$ cat config.mk
export PLATFORM = sky130hd
export DESIGN_NAME = lpmc_ctrl
export DESIGN_NICKNAME = d
export VERILOG_FILES = /design/src/lpmc_pkg.sv /design/src/lpmc_ctrl.sv
export SDC_FILE = /design/constraint.sdc
export NUM_CORES = 1
export LEC_CHECK = 0
export BUFFER_PORTS_ARGS = -buffer_cell sky130_fd_sc_hd__buf_2
export CAP_MARGIN = 25
export CORE_MARGIN = 8
export CORE_UTILIZATION = 50
export DETAILED_ROUTE_END_ITERATION = 7
export PLACE_DENSITY = 0.7
export RECOVER_POWER = 100
export SETUP_SLACK_MARGIN = 0.3
export SLEW_MARGIN = 20
export SYNTH_ARGS = -nofsm -noshare
export SYNTH_HDL_FRONTEND = slang
export SYNTH_SLANG_ARGS = --single-unit
$ cat constraint.sdc
create_clock -name aclk -period 2.79 [get_ports aclk]
set_input_delay 0.279 -clock aclk [delete_from_list [all_inputs] [get_ports aclk]]
set_output_delay 0.279 -clock aclk [all_outputs]
set_load 0.02 [all_outputs]
$ cat src/lpmc_pkg.sv
/*
 * Package for the low power mode controller: register map, field
 * positions, reset values, mode states and wake-up timing counts.
 * Assumes a 50 MHz register clock.
 */
package lpmc_pkg;

    // Register byte addresses
    localparam logic [7:0] ADDR_MODE_CTRL   = 8'h00;
    localparam logic [7:0] ADDR_MODE_CTRL2  = 8'h04;
    localparam logic [7:0] ADDR_STATUS      = 8'h08;
    localparam logic [7:0] ADDR_CMD         = 8'h0c;
    localparam logic [7:0] ADDR_IRQ_STATUS  = 8'h10;
    localparam logic [7:0] ADDR_IRQ_MASK    = 8'h14;

    // Mode control fields; the keep-clock bit lies in mode control 2
    localparam int HIGH_CLOCK_SELECT_BIT = 0;
    localparam int IDLE_ON_HALT_BIT      = 1;
    localparam int DIV_SEL_LSB           = 5;
    localparam int DIV_SEL_W             = 3;
    localparam int WDT_ENABLE_BIT        = 8;
    localparam int LVD_ENABLE_BIT        = 9;
    localparam int OSC_IS_RC_BIT         = 10;
    localparam int SYSCLK_KEEP_BIT       = 7;

    // Status fields
    localparam int POWER_DOWN_BIT   = 0;
    localparam int WDT_TIMEOUT_BIT  = 1;
    localparam int FAST_OSC_RDY_BIT = 2;
    localparam int MODE_LSB         = 4;

    // Command fields
    localparam int CMD_HALT_BIT    = 0;
    localparam int CMD_CLR_WDT_BIT = 1;

    // Interrupt status fields
    localparam int IRQ_SLEEP_BIT = 0;
    localparam int IRQ_WAKE_BIT  = 1;
    localparam int IRQ_W         = 2;

    // Reset values and highest divider code for the sub clock
    localparam logic [31:0] MODE_CTRL_RST  = 32'h0000_0101;
    localparam logic [31:0] MODE_CTRL2_RST = 32'h0000_0000;
    localparam logic [2:0]  DIV_SLOW_MAX   = 3'h1;

    // Oscillator settling after wake-up, in register clock (aclk) cycles
    localparam int CRYSTAL_SETTLE_CYCLES = 1024;
    localparam int RC_SETTLE_CYCLES      = 16;
    localparam int SETTLE_CNT_W          = 11;

    localparam int WDT_CNT_W = 18;

    typedef enum logic [2:0] {
        MODE_RUN,
        MODE_DEEP_SLEEP,
        MODE_LIGHT_SLEEP,
        MODE_CLOCK_STOPPED_IDLE,
        MODE_CLOCK_RUNNING_IDLE
    } lpmc_mode_e;

    localparam logic [1:0] RESP_OKAY   = 2'h0;
    localparam logic [1:0] RESP_SLVERR = 2'h2;

endpackage : lpmc_pkg

$ cat src/lpmc_ctrl.sv
/*
 * Low power mode controller: decodes halt into one of four low-power
 * states, gates system and sub clocks, keeps power-down and watchdog
 * timeout flags, collects wake-up sources and paces oscillator ready.
 * Assumes wake inputs come from pins outside this clock domain.
 */
// Register access over AXI4-Lite and the address map were decided locally.
`timescale 1ns/10ps
// How it works
// fast clock used when high select set or divider code is 010..111.
// software polls oscillator ready before relying on the fast clock.
// halt, idle bit clear, watchdog and detector off gives deep sleep.
// deep sleep stops system and sub clocks, processor held at halt.
// any low-power state leaves memory, registers and ports untouched.
// entering low power sets power-down flag and clears timeout flag.
// deep sleep clears the watchdog counter and keeps it stopped.
// halt, idle bit clear, watchdog or detector on gives light sleep.
// light sleep stops system clock, watchdog and detector run on sub.
// light sleep or idle clears watchdog which then counts on sub clock.
// halt with idle bit set and keep-clock clear gives stopped idle.
// stopped idle stops system clock, keeps sub clock running.
// halt with idle bit set and keep-clock set gives running idle.
// running idle keeps both clocks, processor held at halt.
// wake on external reset, port A falling edge, interrupt, overflow.
// ready flag rises 1024 cycles after wake for crystal, 16 for RC.
// high select clear with divider 000 or 001 selects sub clock.
// halt decoded in one cycle into exactly one low-power state.
module lpmc_ctrl (
    // Clock and reset
    input  wire logic        aclk,
    input  wire logic        aresetn,
    input  wire logic        clk_en,
    // AXI4-Lite write
    input  wire logic [7:0]  s_axi_awaddr,
    input  wire logic        s_axi_awvalid,
    output logic             s_axi_awready,
    input  wire logic [31:0] s_axi_wdata,
    input  wire logic [3:0]  s_axi_wstrb,
    input  wire logic        s_axi_wvalid,
    output logic             s_axi_wready,
    output logic [1:0]       s_axi_bresp,
    output logic             s_axi_bvalid,
    input  wire logic        s_axi_bready,
    // AXI4-Lite read
    input  wire logic [7:0]  s_axi_araddr,
    input  wire logic        s_axi_arvalid,
    output logic             s_axi_arready,
    output logic [31:0]      s_axi_rdata,
    output logic [1:0]       s_axi_rresp,
    output logic             s_axi_rvalid,
    input  wire logic        s_axi_rready,
    // Wake-up sources
    input  wire logic        ext_reset_req,
    input  wire logic [7:0]  port_a_in,
    input  wire logic        sys_irq,
    input  wire logic        wdt_tick,
    // Clock gating and status
    output logic             sysclk_en,
    output logic             subclk_en,
    output logic             fast_clk_sel,
    output logic             cpu_hold,
    output logic             wdt_run,
    output logic             irq
);

    lpmc_pkg::lpmc_mode_e mode;
    lpmc_pkg::lpmc_mode_e next_mode;

    logic [31:0] mode_control_reg;
    logic [31:0] mode_control_reg_two;
    logic        power_down_flag;
    logic        watchdog_timeout_flag;
    logic        fast_osc_ready_flag;
    logic [lpmc_pkg::SETTLE_CNT_W-1:0] settle_cnt;
    logic [lpmc_pkg::WDT_CNT_W-1:0]    wdt_cnt;
    logic [lpmc_pkg::IRQ_W-1:0]        irq_status;
    logic [lpmc_pkg::IRQ_W-1:0]        irq_mask;

    // Pin synchronisers
    logic [7:0] pa_s1, pa_s2, pa_prev;
    logic [2:0] ws_s1, ws_s2;
    logic       tick_prev;

    // AXI holding
    logic [7:0]  aw_addr;
    logic        aw_have;
    logic [31:0] w_data;
    logic [3:0]  w_strb;
    logic        w_have;

    function automatic logic [31:0] merge(input logic [31:0] old_v,
                                          input logic [31:0] new_v,
                                          input logic [3:0]  strb);
        logic [31:0] r;
        r = old_v;
        for (int i = 0; i < 4; i++) begin
            if (strb[i]) begin
                r[i*8 +: 8] = new_v[i*8 +: 8];
            end
        end
        return r;
    endfunction : merge

    wire logic       do_write = aw_have && w_have && !s_axi_bvalid;
    wire logic       hit_ctrl = do_write && aw_addr == lpmc_pkg::ADDR_MODE_CTRL;
    wire logic       hit_ctrl2 = do_write && aw_addr == lpmc_pkg::ADDR_MODE_CTRL2;
    wire logic       hit_cmd = do_write && aw_addr == lpmc_pkg::ADDR_CMD;
    wire logic       hit_istat = do_write && aw_addr == lpmc_pkg::ADDR_IRQ_STATUS;
    wire logic       hit_imask = do_write && aw_addr == lpmc_pkg::ADDR_IRQ_MASK;
    wire logic       halt_req = hit_cmd && w_strb[0] && w_data[lpmc_pkg::CMD_HALT_BIT];
    wire logic       clr_wdt = hit_cmd && w_strb[0] && w_data[lpmc_pkg::CMD_CLR_WDT_BIT];

    wire logic [2:0] div_sel = mode_control_reg[lpmc_pkg::DIV_SEL_LSB +: lpmc_pkg::DIV_SEL_W];
    wire logic       idle_on_halt = mode_control_reg[lpmc_pkg::IDLE_ON_HALT_BIT];
    wire logic       wdt_en = mode_control_reg[lpmc_pkg::WDT_ENABLE_BIT];
    wire logic       lvd_en = mode_control_reg[lpmc_pkg::LVD_ENABLE_BIT];
    wire logic       sysclk_keep_in_idle = mode_control_reg_two[lpmc_pkg::SYSCLK_KEEP_BIT];
    wire logic       low_power = mode != lpmc_pkg::MODE_RUN;
    wire logic       port_a_fall = |(pa_prev & ~pa_s2);
    wire logic       ovf = wdt_run && (&wdt_cnt) && ws_s2[2] && !tick_prev;
    // External reset, port A fall, interrupt, watchdog overflow
    wire logic       wake = low_power && (ws_s2[0] || port_a_fall || ws_s2[1] || ovf);

    // Halt decode, one state per cycle of decode
    always_comb begin
        next_mode = mode;
        if (!low_power && halt_req) begin
            if (!idle_on_halt && !wdt_en && !lvd_en) begin
                next_mode = lpmc_pkg::MODE_DEEP_SLEEP;
            end else if (!idle_on_halt) begin
                next_mode = lpmc_pkg::MODE_LIGHT_SLEEP;
            end else if (!sysclk_keep_in_idle) begin
                next_mode = lpmc_pkg::MODE_CLOCK_STOPPED_IDLE;
            end else begin
                next_mode = lpmc_pkg::MODE_CLOCK_RUNNING_IDLE;
            end
        end else if (wake) begin
            next_mode = lpmc_pkg::MODE_RUN;
        end
    end

    always_ff @(posedge aclk) begin
        if (!aresetn) begin
            mode <= lpmc_pkg::MODE_RUN;
        end else if (clk_en) begin
            mode <= next_mode;
        end
    end

    // Synchronisers for pins
    always_ff @(posedge aclk) begin
        if (!aresetn) begin
            pa_s1     <= 8'hff;
            pa_s2     <= 8'hff;
            pa_prev   <= 8'hff;
            ws_s1     <= 3'h0;
            ws_s2     <= 3'h0;
            tick_prev <= 1'b0;
        end else if (clk_en) begin
            pa_s1     <= port_a_in;
            pa_s2     <= pa_s1;
            pa_prev   <= pa_s2;
            ws_s1     <= {wdt_tick, sys_irq, ext_reset_req};
            ws_s2     <= ws_s1;
            tick_prev <= ws_s2[2];
        end
    end

    // Registers; contents are untouched by mode changes
    always_ff @(posedge aclk) begin
        if (!aresetn) begin
            mode_control_reg     <= lpmc_pkg::MODE_CTRL_RST;
            mode_control_reg_two <= lpmc_pkg::MODE_CTRL2_RST;
            irq_mask             <= '0;
        end else if (clk_en) begin
            if (hit_ctrl) begin
                mode_control_reg <= merge(mode_control_reg, w_data, w_strb);
            end
            if (hit_ctrl2) begin
                mode_control_reg_two <= merge(mode_control_reg_two, w_data, w_strb);
            end
            if (hit_imask && w_strb[0]) begin
                irq_mask <= w_data[lpmc_pkg::IRQ_W-1:0];
            end
        end
    end

    // Power-down and timeout flags
    always_ff @(posedge aclk) begin
        if (!aresetn) begin
            power_down_flag       <= 1'b0;
            watchdog_timeout_flag <= 1'b0;
        end else if (clk_en) begin
            if (next_mode != lpmc_pkg::MODE_RUN && !low_power) begin
                power_down_flag       <= 1'b1;
                watchdog_timeout_flag <= 1'b0;
            end else if (ovf) begin
                watchdog_timeout_flag <= 1'b1;
            end else if (clr_wdt) begin
                power_down_flag       <= 1'b0;
                watchdog_timeout_flag <= 1'b0;
            end
        end
    end

    // Watchdog counter on sub clock ticks
    always_ff @(posedge aclk) begin
        if (!aresetn) begin
            wdt_cnt <= '0;
        end else if (clk_en) begin
            if ((next_mode != lpmc_pkg::MODE_RUN && !low_power) || clr_wdt || ovf) begin
                wdt_cnt <= '0;
            end else if (wdt_run && ws_s2[2] && !tick_prev) begin
                wdt_cnt <= wdt_cnt + 1'b1;
            end
        end
    end

    // Oscillator ready pacing after wake
    always_ff @(posedge aclk) begin
        if (!aresetn) begin
            fast_osc_ready_flag <= 1'b1;
            settle_cnt          <= '0;
        end else if (clk_en) begin
            if (mode == lpmc_pkg::MODE_DEEP_SLEEP || mode == lpmc_pkg::MODE_LIGHT_SLEEP
                || mode == lpmc_pkg::MODE_CLOCK_STOPPED_IDLE) begin
                fast_osc_ready_flag <= 1'b0;
                settle_cnt <= mode_control_reg[lpmc_pkg::OSC_IS_RC_BIT]
                    ? lpmc_pkg::SETTLE_CNT_W'(lpmc_pkg::RC_SETTLE_CYCLES)
                    : lpmc_pkg::SETTLE_CNT_W'(lpmc_pkg::CRYSTAL_SETTLE_CYCLES);
            end else if (settle_cnt != '0) begin
                settle_cnt <= settle_cnt - 1'b1;
                if (settle_cnt == lpmc_pkg::SETTLE_CNT_W'(1)) begin
                    fast_osc_ready_flag <= 1'b1;
                end
            end
        end
    end

    // Clock gating outputs
    always_ff @(posedge aclk) begin
        if (!aresetn) begin
            sysclk_en    <= 1'b1;
            subclk_en    <= 1'b1;
            fast_clk_sel <= 1'b1;
            cpu_hold     <= 1'b0;
            wdt_run      <= 1'b0;
        end else if (clk_en) begin
            fast_clk_sel <= mode_control_reg[lpmc_pkg::HIGH_CLOCK_SELECT_BIT]
                || div_sel > lpmc_pkg::DIV_SLOW_MAX;
            cpu_hold     <= next_mode != lpmc_pkg::MODE_RUN;
            sysclk_en    <= next_mode == lpmc_pkg::MODE_RUN
                || next_mode == lpmc_pkg::MODE_CLOCK_RUNNING_IDLE;
            subclk_en    <= next_mode != lpmc_pkg::MODE_DEEP_SLEEP;
            wdt_run      <= next_mode != lpmc_pkg::MODE_DEEP_SLEEP && wdt_en;
        end
    end

    // Sticky interrupts: set wins over write-one clear
    always_ff @(posedge aclk) begin
        if (!aresetn) begin
            irq_status <= '0;
            irq        <= 1'b0;
        end else if (clk_en) begin
            for (int i = 0; i < lpmc_pkg::IRQ_W; i++) begin
                if ((i == lpmc_pkg::IRQ_SLEEP_BIT && next_mode != lpmc_pkg::MODE_RUN
                     && !low_power) || (i == lpmc_pkg::IRQ_WAKE_BIT && wake)) begin
                    irq_status[i] <= 1'b1;
                end else if (hit_istat && w_strb[0] && w_data[i]) begin
                    irq_status[i] <= 1'b0;
                end
            end
            irq <= |(irq_status & irq_mask);
        end
    end

    // AXI write channel
    always_ff @(posedge aclk) begin
        if (!aresetn) begin
            aw_have       <= 1'b0;
            w_have        <= 1'b0;
            aw_addr       <= 8'h00;
            w_data        <= 32'h0000_0000;
            w_strb        <= 4'h0;
            s_axi_awready <= 1'b0;
            s_axi_wready  <= 1'b0;
            s_axi_bvalid  <= 1'b0;
            s_axi_bresp   <= lpmc_pkg::RESP_OKAY;
        end else if (clk_en) begin
            s_axi_awready <= !aw_have && !s_axi_awready && !s_axi_bvalid;
            s_axi_wready  <= !w_have && !s_axi_wready && !s_axi_bvalid;
            if (s_axi_awvalid && s_axi_awready) begin
                aw_have       <= 1'b1;
                aw_addr       <= s_axi_awaddr;
                s_axi_awready <= 1'b0;
            end
            if (s_axi_wvalid && s_axi_wready) begin
                w_have       <= 1'b1;
                w_data       <= s_axi_wdata;
                w_strb       <= s_axi_wstrb;
                s_axi_wready <= 1'b0;
            end
            if (do_write) begin
                aw_have      <= 1'b0;
                w_have       <= 1'b0;
                s_axi_bvalid <= 1'b1;
                s_axi_bresp  <= (hit_ctrl || hit_ctrl2 || hit_cmd || hit_istat || hit_imask)
                    ? lpmc_pkg::RESP_OKAY : lpmc_pkg::RESP_SLVERR;
            end else if (s_axi_bvalid && s_axi_bready) begin
                s_axi_bvalid <= 1'b0;
            end
        end
    end

    // AXI read channel
    always_ff @(posedge aclk) begin
        if (!aresetn) begin
            s_axi_arready <= 1'b0;
            s_axi_rvalid  <= 1'b0;
            s_axi_rdata   <= 32'h0000_0000;
            s_axi_rresp   <= lpmc_pkg::RESP_OKAY;
        end else if (clk_en) begin
            s_axi_arready <= !s_axi_arready && !s_axi_rvalid;
            if (s_axi_arvalid && s_axi_arready) begin
                s_axi_arready <= 1'b0;
                s_axi_rvalid  <= 1'b1;
                s_axi_rresp   <= lpmc_pkg::RESP_OKAY;
                unique case (s_axi_araddr)
                    lpmc_pkg::ADDR_MODE_CTRL:  s_axi_rdata <= mode_control_reg;
                    lpmc_pkg::ADDR_MODE_CTRL2: s_axi_rdata <= mode_control_reg_two;
                    lpmc_pkg::ADDR_STATUS: s_axi_rdata <= {25'h0, 3'(mode), 1'b0,
                        fast_osc_ready_flag, watchdog_timeout_flag, power_down_flag};
                    lpmc_pkg::ADDR_CMD:        s_axi_rdata <= 32'h0000_0000;
                    lpmc_pkg::ADDR_IRQ_STATUS: s_axi_rdata <= {30'h0, irq_status};
                    lpmc_pkg::ADDR_IRQ_MASK:   s_axi_rdata <= {30'h0, irq_mask};
                    default: begin
                        s_axi_rdata <= 32'h0000_0000;
                        s_axi_rresp <= lpmc_pkg::RESP_SLVERR;
                    end
                endcase
            end else if (s_axi_rvalid && s_axi_rready) begin
                s_axi_rvalid <= 1'b0;
            end
        end
    end

endmodule : lpmc_ctrl

==> results.yml, run 1 <==
status:
  status: "finished with violations"
  violations: "capacitance limit, slew limit"
sta:
  fin_skew_ns: 0.0136
  slew_headroom: -0.523
  tightest_slew_ns: 2.28
  fin_crit_sh: 0.887
  slew_viol_final: 44
  rsz0062_at_grt: "no"
  timing.final.ws_setup_ns: 0.316
  setup_viol: 0
  clock.fmax_mhz: 404
  post-route-min-period_ns: 2.47
  hold_viol: 0
  setup_tns_ns: 0
routing:
  wire_per_inst_um: 15.9
  viasPerCell: 5.47
  vias: 7657
  drc: 0
  ant_nets: 0
  drt_iter0_drc: 434
  drt-total-wl_um: 22300
  dr.pass1.iters: 5
grt:
  grt_max_degree: 81
  grt_pass1_vias: 7286
  grtUsageTotal: 0.185
  grt_antenna_before_repair: 0
  grt_remaining_overflow: 0
  grt_pass1_wl_um: 36600
layout:
  diodes: 0
  fill_cells: 1694
  finalNetCount: 1225
  area_growth_pct: 15.7
  final_cell_mix: "nand2_1, dfxtp_1, a21boi_0, buf_2"
  final_design_area_no_fill_mm2: 0.0107
  final_common_cell: "nand2_1"
  drive_gt1_frac: 0.108
floorplan:
  fp-row-count: 50
  floorplan.initialDensity: 0.503
  die-width_um: 152
  die-area_mm2: 0.0232
  die_h_um: 152
  core_mm2: 0.0185
  io_pins: 118
logic_synthesis:
  synth_top_area_cell: "dfxtp_1"
  ys_seq_area_frac: 0.486
  synthTopCellsByArea: "dfxtp_1, nand2_1, mux2i_1"
  synth-edff-count: 0
  syn-instance-count: 1049
  avgSynthCellArea_um2: 8.84
  ys_warn_count: 0
  syn_area_mm2: 0.00927
  synth_seq_cells: 225
  synth_cell_types: 65
  synth_top_area_share: 0.486
  synthArstFlopShare: 0
  synth_flop_cell: "dfxtp_1"
placement:
  dpl-instance-area_mm2: 0.0100
  post-place-ws_ns: 0.441
  gp_congestion: 0.821
  place_hpwl_um: 15000
  portBuffers: 115
setup_path:
  crit_arrival_ns: 2.82
  cp-end-kind: "register"
  crit_path_cell_trace: "or4_1, nor4_1, buf_4, nand3_1, mux2i_1, nand2_1"
  worst_r2r_endpoint: "mode_control_reg[8]"
  rr_worst_depth: 6
  cp_slowest_stage_delay_ns: 0.63
  reg2reg_from: "aw_addr[1]"
  worstPathMaxFanout: 15
  start_kind: "register"
  path_delay_family: "simple AND/OR/NAND/NOR gates"
  cp_num_buf_inv: 1
  cp_slowest_cell: "or4_1"
  crit_type: "reg -> reg"
  r2r_slack_ns: 0.32
  cp_data_required_time_ns: 3.13
hold_path:
  hp-class: "in -> reg"
  whs_endpoint: "aw_addr[5]"
  holdPathStages: 3
  hold_path_startpoint: "s_axi_awaddr[5]"
clock_tree:
  root_buffer: "clkbuf_16"
  cts_buffers: 24
  path_clk_slew_ns: 0.06
  clkLatencyLatePin_ns: 0.51
  clk_path_buf_depth: 3
  cts.sinks: 225
  cts_tree: "done"
  htree_levels: 1
power_and_ir_drop:
  p_per_area_mw_per_mm2: 677
  ir_drop_mv: 0.458
  p_leak_nw: 4.01
job:
  max_cap_violations: 1
==> layout make-up <==
| class | count | area [µm²] | area share |
|---|---|---|---|
| Tap cell | 234 | 293 | 0.0273 |
| Multi-Input combinational cell | 750 | 4440 | 0.413 |
| Inverter | 11 | 41.3 | 0.00385 |
| Clock inverter | 2 | 21.3 | 0.00198 |
| Sequential cell | 225 | 4500 | 0.420 |
| Clock buffer | 39 | 747 | 0.0696 |
| Timing Repair Buffer | 139 | 688 | 0.0641 |
==> repair_timing <==
item	CTS	global route
endpoints found under the hold margin	8	0
resized for setup	0	0
hold buffers	8	0
setup endpoints to repair	0	0
setup buffers	0	0
==> worst max path at each step <==
stage | start | end | slack (ns) | cells after the start
3_3_place_gp | s_axi_araddr[1] | s_axi_rdata[29] | 0.50 | 7
2_1_floorplan | settle_cnt[3] | settle_cnt[4] | 0.69 | 6
6_report | aw_addr[1] | mode_control_reg[8] | 0.32 | 6
3_5_place_dp | s_axi_araddr[1] | s_axi_rdata[14] | 0.44 | 7
4_1_cts | aw_addr[1] | wdt_cnt[17] | 0.45 | 5
5_1_grt | aw_addr[1] | wdt_cnt[1] | 0.20 | 7
==> tightest hold or removal path, cell delays in order <==
cell	delay (ns)
buf_2	0.10
nand2_1	0.04
a21boi_0	0.06
==> synthesized netlist by cell type (7+ instances only) <==
cell,n
inv_1,11
a21oi_1,28
a21boi_0,47
o211ai_1,8
or3_1,10
or4_1,11
xnor2_1,7
nor2_1,33
a22oi_1,33
nor2b_1,44
nand3_1,21
o21ai_1,28
nand4_1,7
mux2i_1,56
and3_1,11
dfxtp_1,225
clkbuf_1,51
a21boi_1,41
nand2_1,252
o31ai_1,7
o21ai_0,18
==> through the flow <==
stage	instances	utilization	power (W)	hold WS [ns]
3_5_place_dp	1351	0.543	0.00431	0.442
2_1_floorplan	1050	-	0.00409	0.407
6_report	1400	0.582	0.00727	0.0129
5_1_grt	1400	0.582	0.00758	0.0242
4_1_cts	1400	0.588	0.00735	0.00602
3_3_place_gp	1351	0.543	0.00429	0.436
==> report_power, final <==
| part | total (W) | switching [W] | internal, W |
|---|---|---|---|
| sequential | 0.00341 | 0.0000914 | 0.00332 |
| clock | 0.00304 | 0.00122 | 0.00182 |
| combinational | 0.000813 | 0.000443 | 0.000371 |
| total | 0.00727 | 0.00176 | 0.00551 |
==> layer usage <==
metal,global-route usage,part of all wire
met5,0,0
met4,0.0438,0.013
met3,0.0326,0.059
met2,0.296,0.45
met1,0.254,0.48
==> kinds of logic after synthesis <==
group / synth area share
flip-flops: 0.486
buffers and inverters: 0.0331
other: 0.000404
AO/OA/AOI/OAI: 0.179
multiplexers: 0.0629
XOR/XNOR: 0.0104
AND/OR/NAND/NOR: 0.225
adder cells (fa/ha/maj): 0.00405
No activity file was read; power rests on OpenSTA's default activity.
==> run 2: changes to the inputs <==
clock period = 3.1 ns   (was 2.79 ns; I/O delays follow)
==> run 2 against run 1 <==
The flow still finishes with violations (capacitance limit, slew limit). Via count is 1.0% lower. Register-to-register slack improved by 0.10 ns. Die area unchanged. Setup slack gained 0.10 ns. Critical path depth unchanged. Highest routed layer unchanged. Sequential share of layout area rose by 0.13 points.
==> results.yml, run 2 (synthesis gave the netlist of run 1 again) <==
placement:
  gp_congestion: 0.824
  portBuffers: 115
  place_hpwl_um: 15000
setup_path:
  crit_end: "wdt_cnt[4]"
  reg2reg_from: "aw_addr[1]"
  worst_r2r_endpoint: "wdt_cnt[4]"
  rr_worst_depth: 6
  crit_path_start: "aw_addr[1]"
  worstPathMaxFanout: 18
  cp_data_required_time_ns: 3.49
  crit_arrival_ns: 3.07
  r2r_slack_ns: 0.42
  start_kind: "register"
  crit_type: "reg -> reg"
  cp-end-kind: "register"
layout:
  postLayoutCoreUtil: 0.580
  finalNetCount: 1215
  area_growth_pct: 15.4
  final_common_cell: "nand2_1"
  fill_cells: 1700
  diodes: 0
  drive_gt1_frac: 0.116
  final_cell_mix: "nand2_1, dfxtp_1, a21boi_0, buf_2, mux2i_1"
floorplan:
  floorplan.initialDensity: 0.503
  io_pins: 118
  die-width_um: 152
  die_h_um: 152
  die-area_mm2: 0.0232
  core_mm2: 0.0185
  fp-row-count: 50
grt:
  grt_antenna_before_repair: 0
  grt_pass1_vias: 7470
  grt_remaining_overflow: 0
  grtUsageTotal: 0.188
  grt_max_degree: 59
  grt_pass1_wl_um: 37400
sta:
  slew_headroom: -0.173
  timing.hold.ws_ns: 0.0129
  hold_viol: 0
  fin_crit_sh: 0.865
  fin_skew_ns: 0.0131
  post-route-min-period_ns: 2.68
  clock.fmax_mhz: 373
  slew_viol_final: 71
  setup_tns_ns: 0
  rsz0062_at_grt: "no"
  tightest_slew_ns: 1.76
  setup_viol: 0
clock_tree:
  cts_tree: "done"
  root_buffer: "clkbuf_16"
  ctsResizeCount: 0
  clk_path_buf_depth: 3
  htree_levels: 1
  cts_setup_buffers: 0
  clkLatencyLatePin_ns: 0.51
  cts_hold_buf: 0
  cts_buffers: 24
  cts.sinks: 225
  path_clk_slew_ns: 0.06
power_and_ir_drop:
  clockPowerShare: 0.431
  power.switching_w: 0.00162
  p_leak_nw: 3.99
  seqPwrFrac: 0.465
  p_sw_frac: 0.245
  internal_power_w: 0.00499
  p_per_area_mw_per_mm2: 618
  combinationalPowerShare: 0.105
  p_total_w: 0.00661
  ir_drop_mv: 0.433
routing:
  ant_nets: 0
  viasPerCell: 5.44
  dr.pass1.iters: 5
  wire_per_inst_um: 15.9
  drt-total-wl_um: 22200
  vias: 7579
  drt_iter0_drc: 621
  drc: 0
status:
  status: "finished with violations"
  violations: "capacitance limit, slew limit"
job:
  max_cap_violations: 2
hold_path:
  hp-class: "in -> reg"
-- run 2: cell count changes in the layout (fill, tap and decap cells not counted), sizes merged --
cell	change
bufinv	+1
dlymetal6s2s	+1
buf	+1
dlygate4sd3	-8
clkinv	+8
clkbuf	-10
-- run 2: worst min-delay path by stage --
stage	startpoint	to	slack (ns)	cells after the start
after floorplan	mode_control_reg[24]	mode_control_reg[24]	0.43	2
after global placement	s_axi_rdata[22]	s_axi_rdata[22]	0.44	2
after detailed placement	s_axi_rdata[19]	s_axi_rdata[19]	0.44	2
after CTS	port_a_in[2]	pa_s1[2]	0.004	3
after global routing	port_a_in[1]	pa_s1[1]	0.02	3
final	port_a_in[4]	pa_s1[4]	0.01	3
-- run 2: layout make-up --
| type | instances | area (µm²) | share of cell area |
|---|---|---|---|
| Clock buffer | 33 | 716 | 0.0669 |
| Clock inverter | 11 | 80.1 | 0.00748 |
| Inverter | 11 | 41.3 | 0.00386 |
| Multi-Input combinational cell | 750 | 4450 | 0.416 |
| Sequential cell | 225 | 4500 | 0.421 |
| Tap cell | 234 | 293 | 0.0274 |
| Timing Repair Buffer | 129 | 611 | 0.0571 |
-- run 2: power groups by stage --
| stage | registers (W) | logic (W) | clock network [W] |
|---|---|---|---|
| after global placement | 0.00313 | 0.000701 | 0 |
| after CTS | 0.00307 | 0.000721 | 0.00288 |
| after floorplan | 0.00312 | 0.000556 | 0 |
| after global routing | 0.00309 | 0.000784 | 0.00301 |
| after detailed placement | 0.00313 | 0.000719 | 0 |
| final | 0.00307 | 0.000691 | 0.00285 |
-- run 2: through the flow --
stage | instance area [µm²] | setup slack (ns) | cells
after floorplan | 9280 | 1.00 | 1050
after global placement | 9990 | 0.724 | 1348
after detailed placement | 9990 | 0.695 | 1348
after CTS | 10800 | 0.697 | 1392
after global routing | 10700 | 0.301 | 1393
final | 10700 | 0.419 | 1393
-- run 2: worst max-delay path, cell delays in order (launching register included) --
cell      delay [ns]
dfxtp_1         0.31
or4_4           0.57
nor4_1          0.87
a22oi_1         0.18
o21ai_2         0.17
clkbuf_2        0.36
nor2_1          0.10
-- run 2: per-layer routing --
layer	up-vias	GRT usage	wire (µm)
met5	-	0	0
met4	0	0.0543	482
met3	35	0.0380	1270
met2	177	0.301	9910
met1	3535	0.253	10500
li1	3832	-	-
